File: config.mk
export PLATFORM = sky130hd
export DESIGN_NAME = bfs_supervisor
export DESIGN_NICKNAME = d
export VERILOG_FILES = /design/src/logic/bfs_pkg.sv /design/src/logic/bfs_supervisor.sv
export SDC_FILE = /design/constraint.sdc
export NUM_CORES = 1
export LEC_CHECK = 0
export BUFFER_PORTS_ARGS = -buffer_cell sky130_fd_sc_hd__buf_2
export CORE_UTILIZATION = 59
export CTS_CLUSTER_DIAMETER = 100
export DETAILED_ROUTE_END_ITERATION = 7
export PLACE_DENSITY = 0.85
export SLEW_MARGIN = 0
export SYNTH_ARGS = -nofsm -noshare
export SYNTH_HDL_FRONTEND = slang
export SYNTH_SLANG_ARGS = --single-unit
File: constraint.sdc
create_clock -name clk -period 6.4 [get_ports clk]
set_input_delay 0.32 -clock clk [delete_from_list [all_inputs] [get_ports clk]]
set_output_delay 0.32 -clock clk [all_outputs]
set_load 0.02 [all_outputs]
File: src/logic/bfs_pkg.sv
// Package for the bridge fault supervisor: register map, flag bits, timing.
// Assumes a 40 MHz system clock and a plain strobed register port.
package bfs_pkg;
    // Register offsets (byte addresses, one word each)
    localparam logic [7:0] STATUS_ADDR  = 8'h00;
    localparam logic [7:0] CLEAR_ADDR   = 8'h04;
    localparam logic [7:0] CTRL_ADDR    = 8'h08;
    localparam logic [7:0] IRQ_ST_ADDR  = 8'h0c;
    localparam logic [7:0] IRQ_MSK_ADDR = 8'h10;
    localparam logic [7:0] OUTST_ADDR   = 8'h14;

    // Flag bit positions, shared by status, clear, interrupt status and mask
    localparam int FLAG_W       = 12;
    localparam int THERM_SD_BIT = 0;
    localparam int THERM_WN_BIT = 1;
    localparam int CURR_BIT     = 2;
    localparam int OPEN_BIT     = 3;
    localparam int GND_A_BIT    = 4;
    localparam int GND_B_BIT    = 5;
    localparam int SUP_A_BIT    = 6;
    localparam int SUP_B_BIT    = 7;
    localparam int HIGH_BIT     = 8;
    localparam int LOW_BIT      = 9;
    localparam int PUMP_BIT     = 10;
    localparam int FRAME_BIT    = 11;

    // Control register fields
    localparam int CTRL_CLR_FLT_BIT = 0;  // Write-one pulse: fault-clear command
    localparam int CTRL_OL_REQ_BIT  = 1;  // Write-one pulse: open-load check request
    localparam int CTRL_HBRIDGE_BIT = 2;  // 1 = H-bridge mode, 0 = half-bridge
    localparam logic [31:0] CTRL_RESET = 32'h0000_0004;

    // Mode codes
    typedef enum logic [1:0] {
        BFS_SLEEP   = 2'b00,
        BFS_STANDBY = 2'b01,
        BFS_NORMAL  = 2'b11
    } bfs_mode_t;

    // Output drive codes per half-bridge
    localparam logic [1:0] DRV_FOLLOW = 2'h0;
    localparam logic [1:0] DRV_HIGH   = 2'h1;
    localparam logic [1:0] DRV_HIZ    = 2'h2;

    // Timing: system clock and internal oscillator
    localparam int CLK_HZ      = 40_000_000;
    localparam int OSC_KHZ     = 9300;        // Nominal oscillator, 9.3 MHz
    localparam int PUMP_FILT_NS = 18000;      // Pump-low filter, 18.0 us
    // Pump filter counted in oscillator ticks, rounded up
    localparam int PUMP_FILT_TICKS = (PUMP_FILT_NS * OSC_KHZ + 999_999) / 1_000_000;
    localparam int TICK_ACC_W  = 16;
    // Phase accumulator step: 9.3 MHz out of 40 MHz, in 1/65536 units
    localparam int TICK_STEP   = (OSC_KHZ * 65536) / (CLK_HZ / 1000);
    // Spread spectrum: sweep counter width; step wobbles by up to 256 around nominal
    localparam int SPREAD_W    = 9;
endpackage

File: src/logic/bfs_supervisor.sv
// Bridge fault supervisor: flag latching, clearing and output override.
// Assumes analog comparators on asynchronous pins and a synchronous host port.
// Behaviour
// - Thermal shutdown latches in normal mode; clear bit plus fault-clear restart.
// - Thermal warning is status only, auto clears, never in sleep.
// - Overcurrent latches in normal mode; clear bit, outputs never shut.
// - Open-load check on normal entry or request; info flag only.
// - Ground short flags per output latch; own clear, fault-clear restart.
// - Supply short flags per output latch; own clear, fault-clear restart.
// - Supply high/low detected outside sleep; outputs resume; flags need clear.
// - Pump-low flag after filter time, no action, auto clears.
// - Framing error flag outside sleep; cleared by clear bit.
// - Grounded output-buffer supply returns zero serial words; a floating one is not detected.
// - All filter timing from one internal 9.3 MHz oscillator tick.
// - Oscillator tick is frequency modulated; pump clock inherits it.
// - H-bridge supply high forces both outputs high; fault pin low.
// - Supply low tristates outputs; fault pin low until flags cleared.
// - Short or thermal shutdown latches outputs tristate until fault-clear.
//
// Design decisions made here: the register offsets and the address-and-strobe port.
`timescale 1ns/100ps
module bfs_supervisor (
    input  wire logic              clk,
    input  wire logic              rstn,
    // Register port
    input  wire logic [7:0]        addr,
    input  wire logic [31:0]       wdata,
    input  wire logic              wr,
    input  wire logic              rd,
    output logic      [31:0]       rdata,
    // Device state
    input  wire logic [1:0]        mode,
    // Comparator pins
    input  wire logic              therm_sd_pin,
    input  wire logic              therm_wn_pin,
    input  wire logic              curr_pin,
    input  wire logic              open_pin,
    input  wire logic              gnd_a_pin,
    input  wire logic              gnd_b_pin,
    input  wire logic              sup_a_pin,
    input  wire logic              sup_b_pin,
    input  wire logic              high_pin,
    input  wire logic              low_pin,
    input  wire logic              pump_pin,
    input  wire logic              io_buffer_supply,
    // Pulse from the serial core on a bad transfer
    input  wire logic              frame_err,
    input  wire logic [15:0]       spi_word,
    // Outputs
    output logic      [15:0]       miso_word,
    output logic      [1:0]        drive_a,
    output logic      [1:0]        drive_b,
    output logic                   fault_pin_n,
    output logic                   pump_clk_en,
    output logic                   irq
);

    ////////////////////////////////////////////////////////////////////////////
    // Input synchronisers
    localparam int NPIN = 12;
    logic [NPIN-1:0] pin_raw;
    logic [NPIN-1:0] sync1;
    logic [NPIN-1:0] sync2;
    // Pin order matches the flag bit positions below, except bit 11 holds the buffer supply
    assign pin_raw = {io_buffer_supply, pump_pin, low_pin, high_pin, sup_b_pin, sup_a_pin,
                      gnd_b_pin, gnd_a_pin, open_pin, curr_pin, therm_wn_pin, therm_sd_pin};

    // Two flops per pin, first read only by second
    always_ff @(posedge clk or negedge rstn) begin
        if (!rstn) begin
            sync1 <= '0;
            sync2 <= '0;
        end else begin
            sync1 <= pin_raw;
            sync2 <= sync1;
        end
    end

    ////////////////////////////////////////////////////////////////////////////
    // Internal oscillator tick with spread spectrum
    logic [bfs_pkg::TICK_ACC_W-1:0] acc;
    logic [bfs_pkg::SPREAD_W-1:0]   tri_cnt;
    logic                           tri_up;
    logic [bfs_pkg::TICK_ACC_W:0]   acc_sum;
    logic [bfs_pkg::TICK_ACC_W-1:0] step;
    logic                           osc_tick;

    assign step = bfs_pkg::TICK_ACC_W'(bfs_pkg::TICK_STEP)
                  - bfs_pkg::TICK_ACC_W'(1 << (bfs_pkg::SPREAD_W - 1))
                  + bfs_pkg::TICK_ACC_W'(tri_cnt);
    assign acc_sum = {1'b0, acc} + {1'b0, step};

    // Carry out is the tick; the step stays below half, so ticks never touch
    // Single oscillator tick source
    always_ff @(posedge clk or negedge rstn) begin
        if (!rstn) begin
            acc      <= '0;
            osc_tick <= 1'b0;
        end else begin
            acc      <= acc_sum[bfs_pkg::TICK_ACC_W-1:0];
            osc_tick <= acc_sum[bfs_pkg::TICK_ACC_W];
        end
    end

    // Sweep moves the step by a small fraction, well inside the oscillator tolerance
    // Triangle sweep advanced once per oscillator tick
    always_ff @(posedge clk or negedge rstn) begin
        if (!rstn) begin
            tri_cnt <= '0;
            tri_up  <= 1'b1;
        end else if (osc_tick) begin
            if (tri_up) begin
                tri_cnt <= tri_cnt + 1'b1;
                if (&tri_cnt[bfs_pkg::SPREAD_W-1:1]) tri_up <= 1'b0;
            end else begin
                tri_cnt <= tri_cnt - 1'b1;
                if (tri_cnt == bfs_pkg::SPREAD_W'(1)) tri_up <= 1'b1;
            end
        end
    end

    // Pump switching shares the modulated tick
    assign pump_clk_en = osc_tick;

    ////////////////////////////////////////////////////////////////////////////
    // Mode decode
    logic awake;
    logic normal;
    logic normal_d;
    assign awake  = (mode != 2'(bfs_pkg::BFS_SLEEP));
    assign normal = (mode == 2'(bfs_pkg::BFS_NORMAL));

    // Code 10 counts as awake but never as normal
    // Previous-mode tracker for normal entry
    always_ff @(posedge clk or negedge rstn) begin
        if (!rstn) normal_d <= 1'b0;
        else       normal_d <= normal;
    end

    ////////////////////////////////////////////////////////////////////////////
    // Register strobes
    logic [31:0] ctrl;
    logic [bfs_pkg::FLAG_W-1:0] clr_req;
    logic clr_flt;
    logic ol_req;
    assign clr_req = (wr && addr == bfs_pkg::CLEAR_ADDR) ? wdata[bfs_pkg::FLAG_W-1:0] : '0;
    assign clr_flt = wr && addr == bfs_pkg::CTRL_ADDR && wdata[bfs_pkg::CTRL_CLR_FLT_BIT];
    assign ol_req  = wr && addr == bfs_pkg::CTRL_ADDR && wdata[bfs_pkg::CTRL_OL_REQ_BIT];

    // Control register, pulse bits do not stick
    // Pulse bits read back as zero, so software only sees the mode bit
    always_ff @(posedge clk or negedge rstn) begin
        if (!rstn) ctrl <= bfs_pkg::CTRL_RESET;
        else if (wr && addr == bfs_pkg::CTRL_ADDR) ctrl <= {29'h0, wdata[bfs_pkg::CTRL_HBRIDGE_BIT], 2'h0};
    end

    ////////////////////////////////////////////////////////////////////////////
    // Detection qualifiers
    // Overcurrent latches its flag but never shuts the outputs
    logic [bfs_pkg::FLAG_W-1:0] det;
    logic pump_filt;
    logic open_window;
    assign open_window = (normal && !normal_d) || ol_req;

    // Shutdown and overcurrent faults in normal mode only; supply high/low and framing when awake
    always_comb begin
        det = '0;
        det[bfs_pkg::THERM_SD_BIT] = normal && sync2[0];
        det[bfs_pkg::CURR_BIT]     = normal && sync2[2];
        det[bfs_pkg::GND_A_BIT]    = normal && sync2[4];
        det[bfs_pkg::GND_B_BIT]    = normal && sync2[5];
        det[bfs_pkg::SUP_A_BIT]    = normal && sync2[6];
        det[bfs_pkg::SUP_B_BIT]    = normal && sync2[7];
        // Open load sampled at check time
        det[bfs_pkg::OPEN_BIT]     = open_window && sync2[3];
        det[bfs_pkg::HIGH_BIT]     = awake && sync2[8];
        det[bfs_pkg::LOW_BIT]      = awake && sync2[9];
        det[bfs_pkg::FRAME_BIT]    = awake && frame_err;
    end

    ////////////////////////////////////////////////////////////////////////////
    // Pump-low filter
    // A dip shorter than the filter time never reaches the flag
    logic [7:0] pump_cnt;

    // Counter on oscillator ticks, restarts on drop
    always_ff @(posedge clk or negedge rstn) begin
        if (!rstn) begin
            pump_cnt  <= '0;
            pump_filt <= 1'b0;
        end else if (!(awake && sync2[10])) begin
            pump_cnt  <= '0;
            pump_filt <= 1'b0;
        end else if (osc_tick && !pump_filt) begin
            if (pump_cnt == 8'(bfs_pkg::PUMP_FILT_TICKS - 1)) pump_filt <= 1'b1;
            else pump_cnt <= pump_cnt + 8'h01;
        end
    end

    ////////////////////////////////////////////////////////////////////////////
    // Status flags
    logic [bfs_pkg::FLAG_W-1:0] status;
    localparam logic [bfs_pkg::FLAG_W-1:0] AUTO_MASK =
        bfs_pkg::FLAG_W'((1 << bfs_pkg::THERM_WN_BIT) | (1 << bfs_pkg::PUMP_BIT));

    // Live flags ignore write-one clears; a held fault sets its flag again
    // Sticky flags per bit; set wins over clear
    genvar gi;
    generate
        for (gi = 0; gi < bfs_pkg::FLAG_W; gi++) begin : g_flag
            if (AUTO_MASK[gi]) begin : g_auto
                always_ff @(posedge clk or negedge rstn) begin
                    if (!rstn) status[gi] <= 1'b0;
                    else if (gi == bfs_pkg::THERM_WN_BIT) status[gi] <= awake && sync2[1];
                    else status[gi] <= pump_filt;
                end
            end else begin : g_latch
                always_ff @(posedge clk or negedge rstn) begin
                    if (!rstn) status[gi] <= 1'b0;
                    else if (det[gi]) status[gi] <= 1'b1;
                    else if (clr_req[gi]) status[gi] <= 1'b0;
                end
            end
        end
    endgenerate

    ////////////////////////////////////////////////////////////////////////////
    // Output shutdown latch
    logic off_latch;
    logic shut_cond;
    assign shut_cond = |{det[bfs_pkg::THERM_SD_BIT], det[bfs_pkg::GND_A_BIT], det[bfs_pkg::GND_B_BIT],
                         det[bfs_pkg::SUP_A_BIT], det[bfs_pkg::SUP_B_BIT]};
    logic latched_any;
    assign latched_any = |{status[bfs_pkg::THERM_SD_BIT], status[bfs_pkg::CURR_BIT],
                           status[bfs_pkg::GND_A_BIT], status[bfs_pkg::GND_B_BIT],
                           status[bfs_pkg::SUP_A_BIT], status[bfs_pkg::SUP_B_BIT]};

    // Fault-clear is refused while a shutdown, overcurrent or short flag is still set
    // Latched off until fault-clear with flags cleared
    always_ff @(posedge clk or negedge rstn) begin
        if (!rstn) off_latch <= 1'b0;
        else if (shut_cond) off_latch <= 1'b1;
        // Restart needs clear bits then fault-clear
        else if (clr_flt && !latched_any) off_latch <= 1'b0;
    end

    ////////////////////////////////////////////////////////////////////////////
    // Output drive and fault pin
    logic [1:0] next_drive;
    logic       hbridge;
    assign hbridge = ctrl[bfs_pkg::CTRL_HBRIDGE_BIT];

    // Both halves move together; per-output control lies outside this block
    // Priority: shutdown, supply low, supply high
    always_comb begin
        next_drive = bfs_pkg::DRV_FOLLOW;
        if (off_latch || shut_cond) next_drive = bfs_pkg::DRV_HIZ;
        // Tristate while supply low, restore after
        else if (awake && sync2[9]) next_drive = bfs_pkg::DRV_HIZ;
        else if (awake && sync2[8] && hbridge) next_drive = bfs_pkg::DRV_HIGH;
        // Resume following inputs when condition ends
        else next_drive = bfs_pkg::DRV_FOLLOW;
    end

    // Fault pin follows the sticky flags, not the live comparator levels
    // Registered drive and fault pin
    always_ff @(posedge clk or negedge rstn) begin
        if (!rstn) begin
            drive_a     <= bfs_pkg::DRV_HIZ;
            drive_b     <= bfs_pkg::DRV_HIZ;
            fault_pin_n <= 1'b1;
        end else begin
            drive_a     <= next_drive;
            drive_b     <= next_drive;
            // Fault pin low until flags cleared
            fault_pin_n <= !(latched_any || status[bfs_pkg::HIGH_BIT] || status[bfs_pkg::LOW_BIT]);
        end
    end

    ////////////////////////////////////////////////////////////////////////////
    // Serial data word
    // Blanking uses the synchronised level, so only a pin read low blanks the word; a floating pin is not detected
    // Zero word without output-buffer supply
    always_ff @(posedge clk or negedge rstn) begin
        if (!rstn) miso_word <= '0;
        else if (!sync2[11]) miso_word <= '0;
        else miso_word <= spi_word;
    end

    ////////////////////////////////////////////////////////////////////////////
    // Interrupt status and mask
    logic [bfs_pkg::FLAG_W-1:0] irq_st;
    logic [bfs_pkg::FLAG_W-1:0] irq_msk;
    logic [bfs_pkg::FLAG_W-1:0] status_d;

    // Edge detect keeps a standing flag from re-arming after a clear
    // Rising edge of any flag sets a sticky bit; set wins over clear
    always_ff @(posedge clk or negedge rstn) begin
        if (!rstn) begin
            status_d <= '0;
            irq_st   <= '0;
        end else begin
            status_d <= status;
            irq_st   <= (status & ~status_d) |
                        (irq_st & ~((wr && addr == bfs_pkg::IRQ_ST_ADDR) ? wdata[bfs_pkg::FLAG_W-1:0] : '0));
        end
    end

    // Masked bits still collect events, so unmasking reports them at once
    // Mask register
    always_ff @(posedge clk or negedge rstn) begin
        if (!rstn) irq_msk <= '0;
        else if (wr && addr == bfs_pkg::IRQ_MSK_ADDR) irq_msk <= wdata[bfs_pkg::FLAG_W-1:0];
    end

    assign irq = |(irq_st & irq_msk);

    ////////////////////////////////////////////////////////////////////////////
    // Read data, one cycle after the strobe
    // Clear and unmapped addresses read as zero
    always_ff @(posedge clk or negedge rstn) begin
        if (!rstn) rdata <= '0;
        else if (rd) begin
            unique case (addr)
                bfs_pkg::STATUS_ADDR:  rdata <= {20'h0, status};
                bfs_pkg::CTRL_ADDR:    rdata <= ctrl;
                bfs_pkg::IRQ_ST_ADDR:  rdata <= {20'h0, irq_st};
                bfs_pkg::IRQ_MSK_ADDR: rdata <= {20'h0, irq_msk};
                bfs_pkg::OUTST_ADDR:   rdata <= {27'h0, off_latch, drive_b, drive_a};
                default:               rdata <= '0;
            endcase
        end else rdata <= '0;
    end

endmodule

==> results of run 1 <==
-- per-layer routing --
metal	routed length (µm)	vias up
met5	0	-
met4	299	0
met3	795	25
met2	6942	181
met1	5517	2231
li1	-	2156
-- cells in the final DEF (no fill, tap or decap), types with 3 or more instances in the layout --
master / netlist / layout
dfrtp_1: 138 / 138
buf_2: 3 / 88
nand2_1: 47 / 47
inv_1: 38 / 38
nor2_1: 34 / 34
a22o_1: 32 / 32
dlygate4sd3_1: 0 / 29
ha_1: 27 / 27
o21ai_0: 21 / 21
conb_1: 1 / 20
xnor2_1: 18 / 18
and2_1: 18 / 18
clkbuf_16: 0 / 16
a21oi_1: 13 / 13
nand3_1: 12 / 12
a22oi_1: 12 / 12
mux2_4: 10 / 10
nor3_1: 9 / 9
xor2_1: 9 / 9
mux2i_1: 7 / 7
inv_6: 0 / 7
nand4_1: 6 / 6
and3_1: 5 / 5
a221oi_1: 4 / 4
mux2_2: 4 / 4
dfstp_2: 4 / 4
o21a_1: 3 / 3
or4_1: 3 / 3
or2_2: 3 / 3
a31oi_1: 3 / 3
o211ai_1: 3 / 3
nor3b_1: 3 / 3
o21bai_1: 3 / 3
nor4_1: 3 / 3
clkinv_4: 0 / 3
-- worst max-delay path, cell delays in order, from the launching register on --
cell and delay, ns:
dfrtp_1 0.40, inv_1 0.10, ha_1 0.27, inv_1 0.04, ha_1 0.39, nand2_1 0.09, or2_2 0.31, o21ai_0 0.32
nand4_1 0.15, a31oi_1 0.26
-- power groups by stage --
stage,clock network [mW],logic [mW],registers [mW]
global route,0.994,0.136,0.939
CTS,0.953,0.124,0.937
detailed placement,0,0.110,0.953
global placement,0,0.106,0.952
finish,0.938,0.124,0.937
floorplan,0,0.0597,0.955
-- cells by family (layout without fill, tap and decap cells) --
| group | count (synthesis) | after routing | synth area share |
|---|---|---|---|
| simple gates | 157 | 157 | 0.1268 |
| flops | 142 | 142 | 0.5575 |
| compound gates | 106 | 106 | 0.1184 |
| buf+inv | 76 | 190 | 0.06195 |
| fa+ha+maj | 28 | 28 | 0.05607 |
| xor+xnor | 27 | 27 | 0.03705 |
| mux | 21 | 21 | 0.04156 |
| other cells | 1 | 21 | 0.0005876 |
-- cell type report --
| cell class | instances | area [µm²] |
|---|---|---|
| tap | 136 | 170.2 |
| sequential | 142 | 3558 |
| clock buffer | 17 | 414.1 |
| multi-input combinational | 359 | 2500 |
| antenna | 1 | 2.502 |
| inverter | 39 | 146.4 |
| clock inverter | 15 | 152.6 |
| timing repair buffer | 119 | 749.5 |
| fill | 694 | 2723 |
-- path summary, 6_finish.rpt --
check                                              end  slack [ns]  cells past startpoint
worst max-delay path             pump_clk_en$_DFF_PN0_        3.97                      9
worst min-delay path            status[11]$_DFFE_PN0P_        0.04                      2
worst max register to register   pump_clk_en$_DFF_PN0_        3.97                      9
worst min register to register      sync2[2]$_DFF_PN0_        0.35                      0
max in group asynchronous       miso_word[2]$_DFF_PN0_        4.71                      3
min in group asynchronous        pump_filt$_DFFE_PN0P_        0.33                      2
-- flip-flops by register name, summed over array words and instances, names as in the netlist --
signal,cells
normal_d,1
status,12
sync2,12
pump_filt,1
off_latch,1
pump_cnt,8
tri_cnt,9
fault_pin_n,1
rdata,12
miso_word,16
irq_st,12
pump_clk_en,1
acc,16
irq_msk,12
sync1,12
status_d,12
ctrl,1
tri_up,1
drive_b,2
-- metrics by stage --
stage                     hold slack (ns)  area (µm²)  power, mW  cells  setup WS, ns
after floorplan                   0.02441        6454      1.015    577         4.264
after global placement             0.3316        6834      1.058    766         4.030
after detailed placement           0.3347        6834      1.063    766         3.980
after CTS                        0.005335        7681      2.013    826         3.977
after global routing              0.02437        7691      2.069    827         3.721
final                             0.03548        7694      1.999    828         3.968
==> results.md, run 1 <==
- Clock transition at the registers of the reported paths: 0.07 ns
- Full die area: 11,240 µm²
- Worst Clk Skew: 0.006532 ns
- Synth async-reset ratio: 1.000
- Post-Syn Instances: 558
- CTS tree: yes
- Synth warnings: 0
- CTS Hold Bufs: 28
- Grt met2 use: 0.4384
- Routed wire length: 13,560 µm
- # IOs: 130
- Top-area cell type share of the netlist area: 0.5411
- Detail Route Antenna Nets: 0
- CP Capture Type: flip-flop
- P&R area growth vs syn: 20.55%
- Vias in the first global route: 4,707
- Cell taking the most area after synthesis: dfrtp_1
- Grt met1 use: 0.3186
- Largest net degree at the start of global routing: 80
- Critical Path Source: tri_cnt[7]$_DFFE_PN0P_
- Most numerous cell in the Yosys netlist: dfrtp_1
- First-pass GRT wire length: 22,160 µm
- Initial antenna violation count: 1
- Initial DRC count: 312
- Drt pass-1 iters: 5
- GR Util met3: 0.06867
- Busiest grt layer: met2
- Sw Pwr: just under 0.5 mW
- Sw Share: 0.2479
- Clock Sinks: 142
- Clock Root Buffer: clkbuf_8
- Aggregate global routing overflow: 0
- Sequential area share after synthesis: 0.5575
- Tmin final: 2.432 ns
- Top post-synthesis cells by area: dfrtp_1 (54%), ha_1 (5.3%), a22o_1 (4.4%)
- Clock tree buffer depth: 2
- # resized after CTS: 0
- Final hold vios: 0
- Synth cell count leaders: dfrtp_1 (138), nand2_1 (47), inv_1 (38)
- Slew @ Worst Pin: ~0.95 ns
- Number of enable flip-flop cells after synthesis: 0
- DR WL/cell: 16.37 µm
- Critical Path Fanout Max: 6
- Initial core utilization: 0.6127
- Avg Cell Area, Syn: between 10 and 15 µm²
- F_max: 411.2 MHz
- Unrepaired setup endpoints after global routing: no
- Pleak: roughly 3.7 nW
- Period utilization: 0.3800
- # nets final: around 780
- Synth Cell Area: 6382 µm²
- Site row count: 37
- Max-cap violations: 0
- Worst-Skew Late Latency: 0.54 ns
- Routability cong.: 0.8922
- Seq pwr share: 0.469
- Critical R2R Launch: tri_cnt[7]$_DFFE_PN0P_
- Horiz. Die Dim: ~110 µm
- Critical Path Source Type: flip-flop
- Outcome: complete, no violations
- Post CTS Setup Buffer Count: 0
- Via count: around 4,600
- H-Tree Depth: 4
- Yosys reg bits: 142
- Clk pwr share: 0.469
- Post-synth top flop: dfrtp_1
- Setup Viol. Count Final: 0
- Worst hold path class: in -> reg
- Fin. max-slew vios: 0
- Int Power: around 1.5 mW
- Min-delay src: frame_err
- # DRC: 0
- CP arrival: between 2 and 3 ns
- Share of cells above drive strength 1: 0.2142
- Cts bufs inserted: 17
- Port bufs: 89
- Finished Core Util: 0.7386
- Core Area: 10,420 µm²
- Hpwl dp: roughly 9000 µm
- Slew headroom: 0.3670
- VDD IR-drop max: 0.0002243 V
- Req. time, crit path: 6.83 ns
- Setup TNS: 0 ns
- Comb pwr share: 0.062
- Setup CP Type: reg -> reg
- PD cells: 259.9 nW/µm²
- Post-DR vias/cell: 5.547
- Yosys cell types: 56
- Total track usage: 0.2613
- Die Y: 106.0 µm
No activity file was read; power rests on OpenSTA's default activity.
==> run 2, diff against run 1 <==
Settings changed: CORE_UTILIZATION 59 to 55, PLACE_DENSITY 0.85 to 0.8.
Clock period 6.4 ns to 2.25 ns, I/O delays scaled along.
==> run 2 against run 1 <==
  * Die area up 7.1%
  * Global-route usage is 0.88 points higher
  * Clock skew up 0.0012 ns
  * Critical path depth is 1 higher
  * Maximum frequency up 11%
  * Sequential share of layout area down 3.0 points
  * Clock power grew to 3.1 times the previous value
==> results.md, run 2 (same netlist as run 1, synthesis figures left out) <==
- P&R area growth vs syn: 28.78% (was 20.55%)
- Drt pass-1 iters: 5 (unchanged)
- DR WL/cell: 17.24 µm (was 16.37 µm)
- CTS tree: yes (unchanged)
- Clock transition at the registers of the reported paths: 0.06 ns (was 0.07 ns)
- Routability cong.: 0.8854 (was 0.8922)
- CP Cell Sequence: inv_1 > ha_1 > inv_1 > ha_4 > a211oi_2 > o21a_1 > o21ai_0 > buf_4 > nor3b_2 > a211oi_1 (was inv_1 > ha_1 > inv_1 > ha_1 > nand2_1 > or2_2 > o21ai_0 > nand4_1 > a31oi_1)
- Clock Sinks: 142 (unchanged)
- # diodes: 0 (was 1)
- Critical Path Fanout Max: 3 (was 6)
- Critical Path Source: tri_cnt[2]$_DFFE_PN0P_ (was tri_cnt[7]$_DFFE_PN0P_)
- Largest registers: acc (16), miso_word (16) (unchanged)
- Vias in the first global route: 5,002 (was 4,707)
- Via count: 4,855 (was 4,593)
- PD cells: 730.5 nW/µm² (was 259.9 nW/µm²)
- R2R Path End: acc[12]$_DFF_PN0_ (was pump_clk_en$_DFF_PN0_)
- R2r setup slk: 0.06 ns (was 3.97 ns)
- F_max: 456.1 MHz (was 411.2 MHz)
- Die Y: 109.7 µm (was 106.0 µm)
- Aggregate global routing overflow: 0 (unchanged)
- Largest stage delay on the critical path: 0.38 ns (was 0.40 ns)
- Setup CP Type: reg -> reg (unchanged)
- Critical R2R Launch: tri_cnt[2]$_DFFE_PN0P_ (was tri_cnt[7]$_DFFE_PN0P_)
- Most frequent cells in the layout: dfrtp_1 (138), buf_2 (88), nand2_1 (47) (unchanged)
- Setup ws final: 0.05736 ns (was 3.968 ns)
- Horiz. Die Dim: 109.7 µm (was 106.0 µm)
- Period utilization: 0.9745 (was 0.3800)
- CP arrival: 2.47 ns (was 2.87 ns)
- H-Tree Depth: 4 (unchanged)
- Hold path depth: 3 (was 2)
- Pre-CTS WS: -0.05057 ns (was 3.980 ns)
- Routed wire length: 15,050 µm (was 13,560 µm)
- Total Power: 6.004 mW (was 1.999 mW)
- Max-cap violations: 0 (unchanged)
- Largest net degree at the start of global routing: 61 (was 80)
- CP Capture Type: flip-flop (unchanged)
- Core Area: 11,080 µm² (was 10,420 µm²)
- Post-DR vias/cell: 5.561 (was 5.547)
- # IOs: 130 (unchanged)
- Pleak: 3.960 nW (was 3.731 nW)
- First-pass GRT wire length: 24,010 µm (was 22,160 µm)
- Initial antenna violation count: 0 (was 1)
- Share of cells above drive strength 1: 0.2565 (was 0.2142)
- Clock tree buffer depth: 2 (unchanged)
- Final hold vios: 0 (unchanged)
- Clock Root Buffer: clkbuf_16 (was clkbuf_8)
- Most common cell after layout, fill and taps aside: dfrtp_1 (unchanged)
- Detail Route Antenna Nets: 0 (unchanged)
- Outcome: complete, no violations (unchanged)
- Total track usage: 0.2701 (was 0.2613)
- Worst hold path class: in -> reg (unchanged)
- Worst Clk Skew: 0.007765 ns (was 0.006532 ns)
- Initial DRC count: 378 (was 312)
- Min Hold Slack: 0.1000 ns (was 0.03548 ns)
- R2R depth: 10 (was 9)
- Req. time, crit path: 2.53 ns (was 6.83 ns)
- Tmin final: 2.193 ns (was 2.432 ns)
- Cell mode on critical path: inv_1
- Hpwl dp: 9352 µm (was 8955 µm)
- Slew headroom: 0.6060 (was 0.3670)
- Slowest cell on crit path: dfrtp_1 (unchanged)
- VDD IR-drop max: 0.0005513 V (was 0.0002243 V)
- Setup TNS: 0 ns (unchanged)
- Full die area: 12,040 µm² (was 11,240 µm²)
- Setup Viol. Count Final: 0 (unchanged)
- Site row count: 38 (was 37)
- Cts bufs inserted: 17 (unchanged)
- Finished Core Util: 0.7419 (was 0.7386)
- Crit path to: acc[12]$_DFF_PN0_ (was pump_clk_en$_DFF_PN0_)
- Worst-Skew Late Latency: 0.42 ns (was 0.54 ns)
- Port bufs: 89 (unchanged)
- # nets final: 823 (was 781)
- Initial core utilization: 0.5761 (was 0.6127)
- Fin. max-slew vios: 0 (unchanged)
- Slew @ Worst Pin: 0.5888 ns (was 0.9496 ns)
- # DRC: 0 (unchanged)
- Critical Path Source Type: flip-flop (unchanged)
## run 2: power by group
group | switching (mW) | internal [mW] | leakage [nW]
Clock | 1.04 | 1.91 | 0.296
Sequential | 0.0482 | 2.62 | 1.67
Combinational | 0.214 | 0.167 | 1.99
Total | 1.30 | 4.70 | 3.96
## run 2: critical path, delay by kind of cell (launching register included)
kind                     cells  cell delay, ns
AO/OA/AOI/OAI                4            0.64
adder cells (fa/ha/maj)      2            0.46
buffers and inverters        3            0.40
flip-flops                   1            0.38
AND/OR/NAND/NOR              1            0.18
## run 2: through the flow
step	std cells	cell area, µm²
final	873	8219
after global routing	873	8219
after CTS	872	8123
after detailed placement	798	7062
after global placement	798	7062
after floorplan	577	6454
## run 2: routing by layer
| layer | share of wire | GRT usage | up-vias | wire length [µm] |
|---|---|---|---|---|
| li1 | - | - | 2235 | - |
| met1 | 0.40 | 0.3191 | 2408 | 6074 |
| met2 | 0.52 | 0.4596 | 161 | 7815 |
| met3 | 0.042 | 0.06046 | 51 | 639 |
| met4 | 0.035 | 0.1448 | 0 | 523 |
| met5 | 0 | 0 | - | 0 |
## run 2: cell type report
class                   count  area [µm²]
clock buffers              22       464.2
inverters                  39       146.4
clock inverters            10       161.4
well taps                 140       175.2
fillers                   720        2859
flip-flops and latches    142        3558
multi-input cells         359        2604
repair buffers            161        1110
## run 2: how the worst min path moves through the flow
stage               slack, ns                  to    start
floorplan               -0.18    acc[0]$_DFF_PN0_     rstn
global placement         0.11  rdata[5]$_DFF_PN0_     rstn
detailed placement       0.12  rdata[5]$_DFF_PN0_     rstn
CTS                      0.06  normal_d$_DFF_PN0_  mode[1]
global route             0.10  normal_d$_DFF_PN0_  mode[1]
finish                   0.10  normal_d$_DFF_PN0_  mode[1]
## run 2: timing repair
item,in CTS,in global routing
buffers inserted,0,1
hold buffers,42,0
hold endpoints to repair,96,0
pin swaps,0,4
cloned,0,0
setup endpoints to repair,9,9
gates resized for setup,4,15
